==> config.mk <==
export PLATFORM = sky130hd
export DESIGN_NAME = pcsq_top
export DESIGN_NICKNAME = d
export VERILOG_FILES = /design/src/core/pcsq_pkg.sv /design/src/core/pcsq_stack_if.sv /design/src/core/pcsq_stack.sv /design/src/core/pcsq_top.sv
export SDC_FILE = /design/constraint.sdc
export NUM_CORES = 1
export LEC_CHECK = 0
export ABC_CLOCK_PERIOD_IN_PS = 5600
export BUFFER_PORTS_ARGS = -buffer_cell sky130_fd_sc_hd__buf_2
export CELL_PAD_IN_SITES_DETAIL_PLACEMENT = 1
export CELL_PAD_IN_SITES_GLOBAL_PLACEMENT = 1
export CORE_ASPECT_RATIO = 0.6
export CORE_UTILIZATION = 48
export DETAILED_ROUTE_END_ITERATION = 10
export GPL_ROUTABILITY_DRIVEN = 0
export PLACE_DENSITY_LB_ADDON = 0.1
export SLEW_MARGIN = 30
export SYNTH_ARGS = -nofsm -noshare
export SYNTH_HDL_FRONTEND = slang
export SYNTH_SLANG_ARGS = --single-unit
==> constraint.sdc <==
create_clock -name clock -period 5.6 [get_ports clock]
set_clock_uncertainty 0.1 [all_clocks]
set_input_delay 0 -clock clock [delete_from_list [all_inputs] [get_ports clock]]
set_output_delay 0 -clock clock [all_outputs]
set_load 0.02 [all_outputs]
==> src/core/pcsq_pkg.sv <==
// Package with constants and types for the program sequencing block
`default_nettype none
package pcsq_pkg;
	localparam int PCSQ_PC_W = 12;
	localparam int PCSQ_WORD_W = 16;
	localparam int PCSQ_DEPTH = 8;
	localparam int PCSQ_SP_W = 3;
	localparam logic [8:0] PCSQ_OFS_LOW = 9'h002;
	localparam logic [8:0] PCSQ_OFS_LATCH = 9'h00a;
	localparam logic [8:0] PCSQ_OFS_VIEW = 9'h10c;
	localparam logic [8:0] PCSQ_OFS_TPORT = 9'h18c;
	localparam logic [6:0] PCSQ_BANK_MASK = 7'h7f;
	localparam logic [11:0] PCSQ_RESET_VEC = 12'h000;
	localparam logic [11:0] PCSQ_INT_VEC = 12'h004;
	localparam logic [7:0] PCSQ_KEEP_CODE = 8'h1c;
	localparam logic [7:0] PCSQ_TP_LOW_CODE = 8'h01;
	localparam logic [7:0] PCSQ_TP_HIGH_CODE = 8'h02;
	localparam logic [7:0] PCSQ_REG_RESET = 8'h00;
	localparam int PCSQ_SEL_BIT = 3;
	localparam int PCSQ_SHORT_W = 11;
	typedef enum logic [7:0] {
		PCSQ_OP_NONE = 8'h01,
		PCSQ_OP_STEP = 8'h02,
		PCSQ_OP_SJUMP = 8'h04,
		PCSQ_OP_SCALL = 8'h08,
		PCSQ_OP_LJUMP = 8'h10,
		PCSQ_OP_LONG_SUBROUTINE_ENTRY = 8'h20,
		PCSQ_OP_RET = 8'h40,
		PCSQ_OP_INT = 8'h80
	} pcsq_op_t;
endpackage
`default_nettype wire

==> src/core/pcsq_stack_if.sv <==
// Interface between the sequencer and its return stack
`default_nettype none
interface pcsq_stack_if;
	logic push;
	logic pop;
	logic [11:0] push_addr;
	logic [11:0] top_addr;
	modport seq (output push, output pop, output push_addr, input top_addr);
	modport stk (input push, input pop, input push_addr, output top_addr);
endinterface
`default_nettype wire

==> src/core/pcsq_stack.sv <==
// Eight-entry return address stack
`default_nettype none
module pcsq_stack
	import pcsq_pkg::*;
(
	input wire logic clock,
	input wire logic nrst,
	pcsq_stack_if.stk st
);
	logic [PCSQ_SP_W-1:0] sp_q;
	logic [PCSQ_SP_W-1:0] sp_d;
	logic [PCSQ_SP_W-1:0] top_idx;
	logic [PCSQ_PC_W-1:0] mem_q [PCSQ_DEPTH];

	// Pointer wraps silently, so a ninth push reuses the oldest slot
	assign top_idx = sp_q - 3'd1;
	assign sp_d = st.push ? sp_q + 3'd1 : (st.pop ? top_idx : sp_q);
	assign st.top_addr = mem_q[top_idx];

	always_ff @(posedge clock or negedge nrst) begin
		if (!nrst) begin
			sp_q <= '0;
		end else begin
			sp_q <= sp_d;
		end
	end

	genvar i;
	generate
		for (i = 0; i < PCSQ_DEPTH; i++) begin : g_ent
			always_ff @(posedge clock or negedge nrst) begin
				if (!nrst) begin
					mem_q[i] <= PCSQ_RESET_VEC;
				end else if (st.push && sp_q == PCSQ_SP_W'(i)) begin
					mem_q[i] <= st.push_addr;
				end
			end
		end
	endgenerate
endmodule
`default_nettype wire

==> src/core/pcsq_top.sv <==
// Program counter, return stack and table fetch sequencing
// Function
// - Twelve-bit counter over 4K x 16 memory
// - Counter steps by one otherwise
// - Reset vector 000h, interrupt vector 004h
// - Short branch: 11 bits plus latch bit 3
// - All returns reload counter from stack top
// - Long branches reach all; latch bit 3 zero
// - Low byte register mirrored in every bank
// - High view reads bits 11:8, read only
// - Writing 1Ch sets keep flag, others clear
// - Keep clear: low write loads latch high
// - Keep set: low write keeps high bits
// - Stack holds eight twelve-bit entries
// - Long call, short call and interrupt push; returns pop
// - Table instructions fetch word via pointer
// - Port write 01h fetches low byte
// - Port write 02h fetches high byte
// - Port reads last fetched or plainly stored byte
// - Any reset clears counter to zero
`default_nettype none
module pcsq_top
	import pcsq_pkg::*;
(
	input wire logic clock,
	input wire logic nrst,
	input wire logic step_en,
	input wire pcsq_pkg::pcsq_op_t op,
	input wire logic [10:0] short_target,
	input wire logic [11:0] long_target,
	input wire logic tab_low_inst,
	input wire logic tab_high_inst,
	input wire logic [7:0] table_pointer_high,
	input wire logic [7:0] table_pointer_low,
	input wire logic [8:0] reg_addr,
	input wire logic reg_wr,
	input wire logic [7:0] reg_wdata,
	output logic [7:0] reg_rdata,
	output logic reg_hit,
	output logic [11:0] prog_addr,
	output logic [11:0] fetch_addr,
	input wire logic [15:0] prog_word,
	output logic [7:0] w_wdata,
	output logic w_we
);
	import pcsq_pkg::*;

	pcsq_stack_if st ();

	logic [11:0] pc_q;
	logic [11:0] pc_d;

	logic [7:0] latch_q;
	logic keep_high_flag_q;
	logic [7:0] tport_q;

	logic [7:0] rdata_q;
	logic hit_q;
	logic [7:0] wdat_q;
	logic we_q;

	// Table fetch walks idle, address out, byte delivered
	typedef enum logic [2:0] {
		PCSQ_FS_IDLE = 3'b001,
		PCSQ_FS_ADDR = 3'b010,
		PCSQ_FS_DELIVER = 3'b100
	} pcsq_fstate_t;

	pcsq_fstate_t fs_q;
	pcsq_fstate_t fs_d;
	logic tab_pend;
	logic tab_hi_q;
	logic [11:0] fa_q;

	// Low byte mirrors ignore the bank bits
	wire hit_low = (reg_addr[6:0] & PCSQ_BANK_MASK) == PCSQ_OFS_LOW[6:0];
	wire hit_latch = (reg_addr[6:0] & PCSQ_BANK_MASK) == PCSQ_OFS_LATCH[6:0];

	// High view and table port exist in one bank only
	wire hit_view = reg_addr == PCSQ_OFS_VIEW;
	wire hit_tport = reg_addr == PCSQ_OFS_TPORT;
	wire any_hit = hit_low | hit_latch | hit_view | hit_tport;

	wire wr_low = reg_wr && hit_low;
	wire wr_view = reg_wr && hit_view;
	wire wr_tport = reg_wr && hit_tport;

	wire tp_low = wr_tport && reg_wdata == PCSQ_TP_LOW_CODE;
	wire tp_high = wr_tport && reg_wdata == PCSQ_TP_HIGH_CODE;
	wire tab_start = tab_low_inst | tab_high_inst | tp_low | tp_high;
	wire tab_hi_sel = tab_high_inst | tp_high;

	wire [11:0] next_seq = pc_q + 12'h001;
	wire [11:0] short_addr = {latch_q[PCSQ_SEL_BIT], short_target};
	wire [11:0] low_write_addr = keep_high_flag_q ? {pc_q[11:8], reg_wdata}
		: {latch_q[3:0], reg_wdata};
	wire [7:0] fetched = tab_hi_q ? prog_word[15:8] : prog_word[7:0];
	wire [7:0] rd_mux = hit_low ? pc_q[7:0]
		: hit_latch ? latch_q
		: hit_view ? {4'h0, pc_q[11:8]}
		: hit_tport ? tport_q
		: 8'h00;

	// Long call pushes the next address; interrupt pushes the address it preempts
	assign st.push = step_en && (op == PCSQ_OP_LONG_SUBROUTINE_ENTRY || op == PCSQ_OP_SCALL || op == PCSQ_OP_INT);
	assign st.pop = step_en && op == PCSQ_OP_RET;
	assign st.push_addr = op == PCSQ_OP_INT ? pc_q : next_seq;

	// A low-byte write outranks the plain step of its own instruction
	always_comb begin
		pc_d = pc_q;
		if (step_en) begin
			case (op)
				PCSQ_OP_STEP: pc_d = wr_low ? low_write_addr : next_seq;
				PCSQ_OP_SJUMP: pc_d = short_addr;
				PCSQ_OP_SCALL: pc_d = short_addr;
				PCSQ_OP_LJUMP: pc_d = long_target;
				PCSQ_OP_LONG_SUBROUTINE_ENTRY: pc_d = long_target;
				PCSQ_OP_RET: pc_d = st.top_addr;
				PCSQ_OP_INT: pc_d = PCSQ_INT_VEC;
				PCSQ_OP_NONE: pc_d = pc_q;
				default: pc_d = pc_q;
			endcase
		end else if (wr_low) begin
			pc_d = low_write_addr;
		end
	end

	always_ff @(posedge clock or negedge nrst) begin
		if (!nrst) begin
			pc_q <= PCSQ_RESET_VEC;
		end else begin
			pc_q <= pc_d;
		end
	end

	always_ff @(posedge clock or negedge nrst) begin
		if (!nrst) begin
			latch_q <= PCSQ_REG_RESET;
		end else if (reg_wr && hit_latch) begin
			latch_q <= reg_wdata;
		end
	end

	always_ff @(posedge clock or negedge nrst) begin
		if (!nrst) begin
			keep_high_flag_q <= 1'b0;
		end else if (wr_view) begin
			keep_high_flag_q <= reg_wdata == PCSQ_KEEP_CODE;
		end
	end

	// Fetch takes one cycle: address goes out, word returns next edge
	// A new trigger in any state restarts the fetch, so back-to-back reads work
	always_comb begin
		fs_d = fs_q;
		case (fs_q)
			PCSQ_FS_IDLE: begin
				if (tab_start) begin
					fs_d = PCSQ_FS_ADDR;
				end
			end
			PCSQ_FS_ADDR: begin
				fs_d = tab_start ? PCSQ_FS_ADDR : PCSQ_FS_DELIVER;
			end
			PCSQ_FS_DELIVER: begin
				fs_d = tab_start ? PCSQ_FS_ADDR : PCSQ_FS_IDLE;
			end
			default: begin
				fs_d = PCSQ_FS_IDLE;
			end
		endcase
	end

	always_ff @(posedge clock or negedge nrst) begin
		if (!nrst) begin
			fs_q <= PCSQ_FS_IDLE;
		end else begin
			fs_q <= fs_d;
		end
	end

	assign tab_pend = fs_q == PCSQ_FS_ADDR;

	always_ff @(posedge clock or negedge nrst) begin
		if (!nrst) begin
			tab_hi_q <= 1'b0;
		end else if (tab_start) begin
			tab_hi_q <= tab_hi_sel;
		end
	end

	// Pointer bits beyond the counter width are dropped
	always_ff @(posedge clock or negedge nrst) begin
		if (!nrst) begin
			fa_q <= PCSQ_RESET_VEC;
		end else if (tab_start) begin
			fa_q <= {table_pointer_high[3:0], table_pointer_low};
		end
	end

	// The fetched byte outranks a plain store in the same cycle
	always_ff @(posedge clock or negedge nrst) begin
		if (!nrst) begin
			tport_q <= PCSQ_REG_RESET;
		end else if (tab_pend) begin
			tport_q <= fetched;
		end else if (wr_tport) begin
			tport_q <= reg_wdata;
		end
	end

	always_ff @(posedge clock or negedge nrst) begin
		if (!nrst) begin
			we_q <= 1'b0;
		end else begin
			we_q <= tab_pend;
		end
	end

	always_ff @(posedge clock or negedge nrst) begin
		if (!nrst) begin
			wdat_q <= 8'h00;
		end else if (tab_pend) begin
			wdat_q <= fetched;
		end
	end

	// Read data is registered, so it answers one cycle after the address
	always_ff @(posedge clock or negedge nrst) begin
		if (!nrst) begin
			rdata_q <= 8'h00;
		end else begin
			rdata_q <= rd_mux;
		end
	end

	always_ff @(posedge clock or negedge nrst) begin
		if (!nrst) begin
			hit_q <= 1'b0;
		end else begin
			hit_q <= any_hit;
		end
	end

	assign prog_addr = pc_q;
	assign fetch_addr = fa_q;
	assign w_wdata = wdat_q;
	assign w_we = we_q;
	assign reg_rdata = rdata_q;
	assign reg_hit = hit_q;

	pcsq_stack u_stack (
		.clock(clock),
		.nrst(nrst),
		.st(st)
	);
endmodule
`default_nettype wire

==> flow_metrics.env <==
export IMPL_setup_tns_ns=0
export IMPL_rsz0062_at_grt="false"
export IMPL_powerDensity_nw_per_um2=371
export IMPL_period_share=0.697
export IMPL_core_area_sq_um=16600
export IMPL_grt_pass1_wl_um=45800
export IMPL_synthTopCellsByArea="dfrtp_1 48%, o21ai_0 5.8%, nand2_1 5.2%, mux2_2 4.7%, mux4_2 4.3%"
export IMPL_drv_slew=0
export IMPL_synth_top_area_frac=0.485
export IMPL_path_cells="buf_4, inv_1, ha_1, inv_1, o21ai_0, nor2_1, a221oi_1, dlygate4sd3_1, a31oi_1"
export IMPL_period_minus_slack_ns=3.90
export IMPL_yosysUniqueCellTypes=75
export IMPL_io_pins=128
export IMPL_synth_top_area_cell="dfrtp_1"
export IMPL_cts_tree="yes"
export IMPL_crit_required_ns=5.81
export IMPL_ys_seq_area_frac=0.488
export IMPL_whs_ns=0.0247
export IMPL_clockBufferDepth=2
export IMPL_avgSynthCellArea_sq_um=10.3
export IMPL_drc=0
export IMPL_finalSetupViolations=0
export IMPL_fin_nets=1065
export IMPL_cp_arrival_ns=4.11
export IMPL_yosysWarnings=0
export IMPL_clk_insertion_delay_late_ns=0.44
export IMPL_place_hpwl_um=18900
export IMPL_grt_overflow=0
export IMPL_hold_depth=4
export IMPL_drive_gt1_frac=0.256
export IMPL_initial_utilization=0.502
export IMPL_p_leak_nw=4.71
export IMPL_synth_edf_count=0
export IMPL_crit_type="reg -> reg"
export IMPL_hold_class="in -> reg"
export IMPL_path_clk_slew_ns=0.06
export IMPL_design_area_sq_um=10400
export IMPL_synth_most_common_cell="dfrtp_1"
export IMPL_crit_path_frequent_cell="inv_1"
export IMPL_syn_inst=808
export IMPL_cpMaxStageDelayCell="ha_1"
export IMPL_netlist_area_sq_um=8320
export IMPL_crit_fanout=38
export IMPL_grt_antenna_before_repair=0
export IMPL_portBuffers=123
export IMPL_synthTopCellsByCount="161 x dfrtp_1, 116 x nand2_1, 97 x o21ai_0"
export IMPL_drt_pass1_iterations=6
export IMPL_fp_dieH_um=104
export IMPL_first_iter_violations=682
export IMPL_synthArstFlopShare=1.00
export IMPL_max_stage_delay_ns=0.81
export IMPL_globalRouteTotalUtil=0.346
export IMPL_syn2layout_area_growth_pct=24.7
export IMPL_detail_route_wl_per_cell_um=24.5
export IMPL_peakVddDrop_v=0.000222
export IMPL_final_util=0.625
export IMPL_clock_fmax_ghz=0.256
export IMPL_hold_violations=0
export IMPL_rows=36
export IMPL_vias_per_cell=6.15
export IMPL_drt_wl_total_um=29800
export IMPL_maxSlewHeadroom=0.411
export IMPL_reg2regPathDepth=9
export IMPL_end_kind="flop"
export IMPL_synth_main_ff_cell="dfrtp_1"
export IMPL_placed_cell_area_sq_um=9130
export IMPL_die_area_sq_um=17900
export IMPL_ys_ff_latch=162
export IMPL_clock_sinks=162
export IMPL_root_buffer="clkbuf_16"
export IMPL_status="finished clean"
export IMPL_synth_fp_nets=902
export IMPL_grt_max_degree=105
export IMPL_htreeDepth=4
export IMPL_ant_nets=0
export IMPL_numCtsBuffers=17
export IMPL_cap_violations=0
export IMPL_nFillCells=1801
export IMPL_post_cts_resized=0
export IMPL_vias=7466
export IMPL_grt_pass1_vias=8003
export IMPL_fp_dieW_um=172
export IMPL_worst_pin_slew_ns=0.875
export IMPL_start_kind="flop"
==> cell type report <==
type                    count  area [sq um]  share of cell area
diodes                      1          2.50            0.000241
clock buffers              21           450              0.0435
clock inverters            11           155              0.0150
inverters                   9          33.8             0.00326
multi-input cells         582          4020               0.388
flip-flops and latches    162          4060               0.391
well taps                 228           285              0.0275
repair buffers            199          1360               0.131
==> layout by cell type, fill, tap and decap left out, types with 16 or more instances in the layout <==
| cell | netlist | routed |
|---|---|---|
| a21oi_1 | 42 | 41 |
| buf_2 | 11 | 122 |
| clkbuf_16 | 0 | 17 |
| dfrtp_1 | 161 | 160 |
| dlygate4sd3_1 | 0 | 61 |
| mux2_2 | 35 | 35 |
| mux2i_1 | 27 | 27 |
| mux4_2 | 16 | 16 |
| nand2_1 | 116 | 116 |
| nor2_1 | 55 | 54 |
| o21ai_0 | 97 | 97 |
==> path summary, 6_finish.rpt <==
check / startpoint / endpoint / slack [ns]
setup / recovery: u_stack.sp_q[0] / prog_addr[9] / 1.70
hold / removal: short_target[8] / prog_addr[8] / 0.02
setup reg to reg: u_stack.sp_q[0] / prog_addr[9] / 1.70
hold reg to reg: u_stack.mem_q[37] / u_stack.mem_q[37] / 0.38
max in group asynchronous: nrst / u_stack.sp_q[0] / 3.87
min in group asynchronous: nrst / u_stack.mem_q[6] / 0.12
==> metrics by stage <==
step	cells	setup WS [ns]	power, mW
after floorplan	808	2.60	2.15
after global placement	1117	2.20	2.46
after detailed placement	1118	2.01	2.53
after CTS	1211	1.82	3.80
after global routing	1212	1.44	4.00
final	1213	1.70	3.84
==> cells by family after synthesis <==
| family | after synthesis | share of synthesized area |
|---|---|---|
| muxes | 85 | 0.136 |
| DFF | 162 | 0.488 |
| adders and majority gates | 8 | 0.0120 |
| AOI/OAI and AO/OA | 212 | 0.155 |
| xor gates and xnor gates | 26 | 0.0310 |
| and+or+nand+nor | 251 | 0.145 |
| buffers and inverters | 64 | 0.0339 |
==> per-layer routing <==
layer,share of wire,up-vias,wire length [um],track usage
li1,-,3203,-,-
met1,0.42,3809,12400,0.466
met2,0.47,376,13900,0.538
met3,0.087,78,2590,0.0936
met4,0.028,0,839,0.119
met5,0,-,0,0
==> power breakdown <==
part | internal, mW | switching, mW
combinational | 0.420 | 0.701
sequential | 1.32 | 0.167
clock | 0.718 | 0.512
total | 2.46 | 1.38
==> state kept, by name, summed over array words and instances (netlist names) <==
name              cells
tab_hi_q              1
prog_addr            12
keep_high_flag_q      1
u_stack.sp_q          3
reg_hit               1
tport_q               8
u_stack.mem_q        96
w_we                  1
latch_q               8
fs_q                  3
fetch_addr           12
w_wdata               8
reg_rdata             8
==> repair_timing <==
action / CTS / global route
hold endpoints to repair: 154 / 0
hold buffers: 61 / 0
buffers inserted: 0 / 0
==> critical path, delay by kind of cell, from the launching register on <==
family / cells / cell delay (ns)
buffers and inverters: 4 / 1.80
AO/OA/AOI/OAI: 3 / 0.63
adder cells (fa/ha/maj): 1 / 0.81
flip-flops: 1 / 0.34
AND/OR/NAND/NOR: 1 / 0.08
No activity file was read; power rests on OpenSTA's default activity.
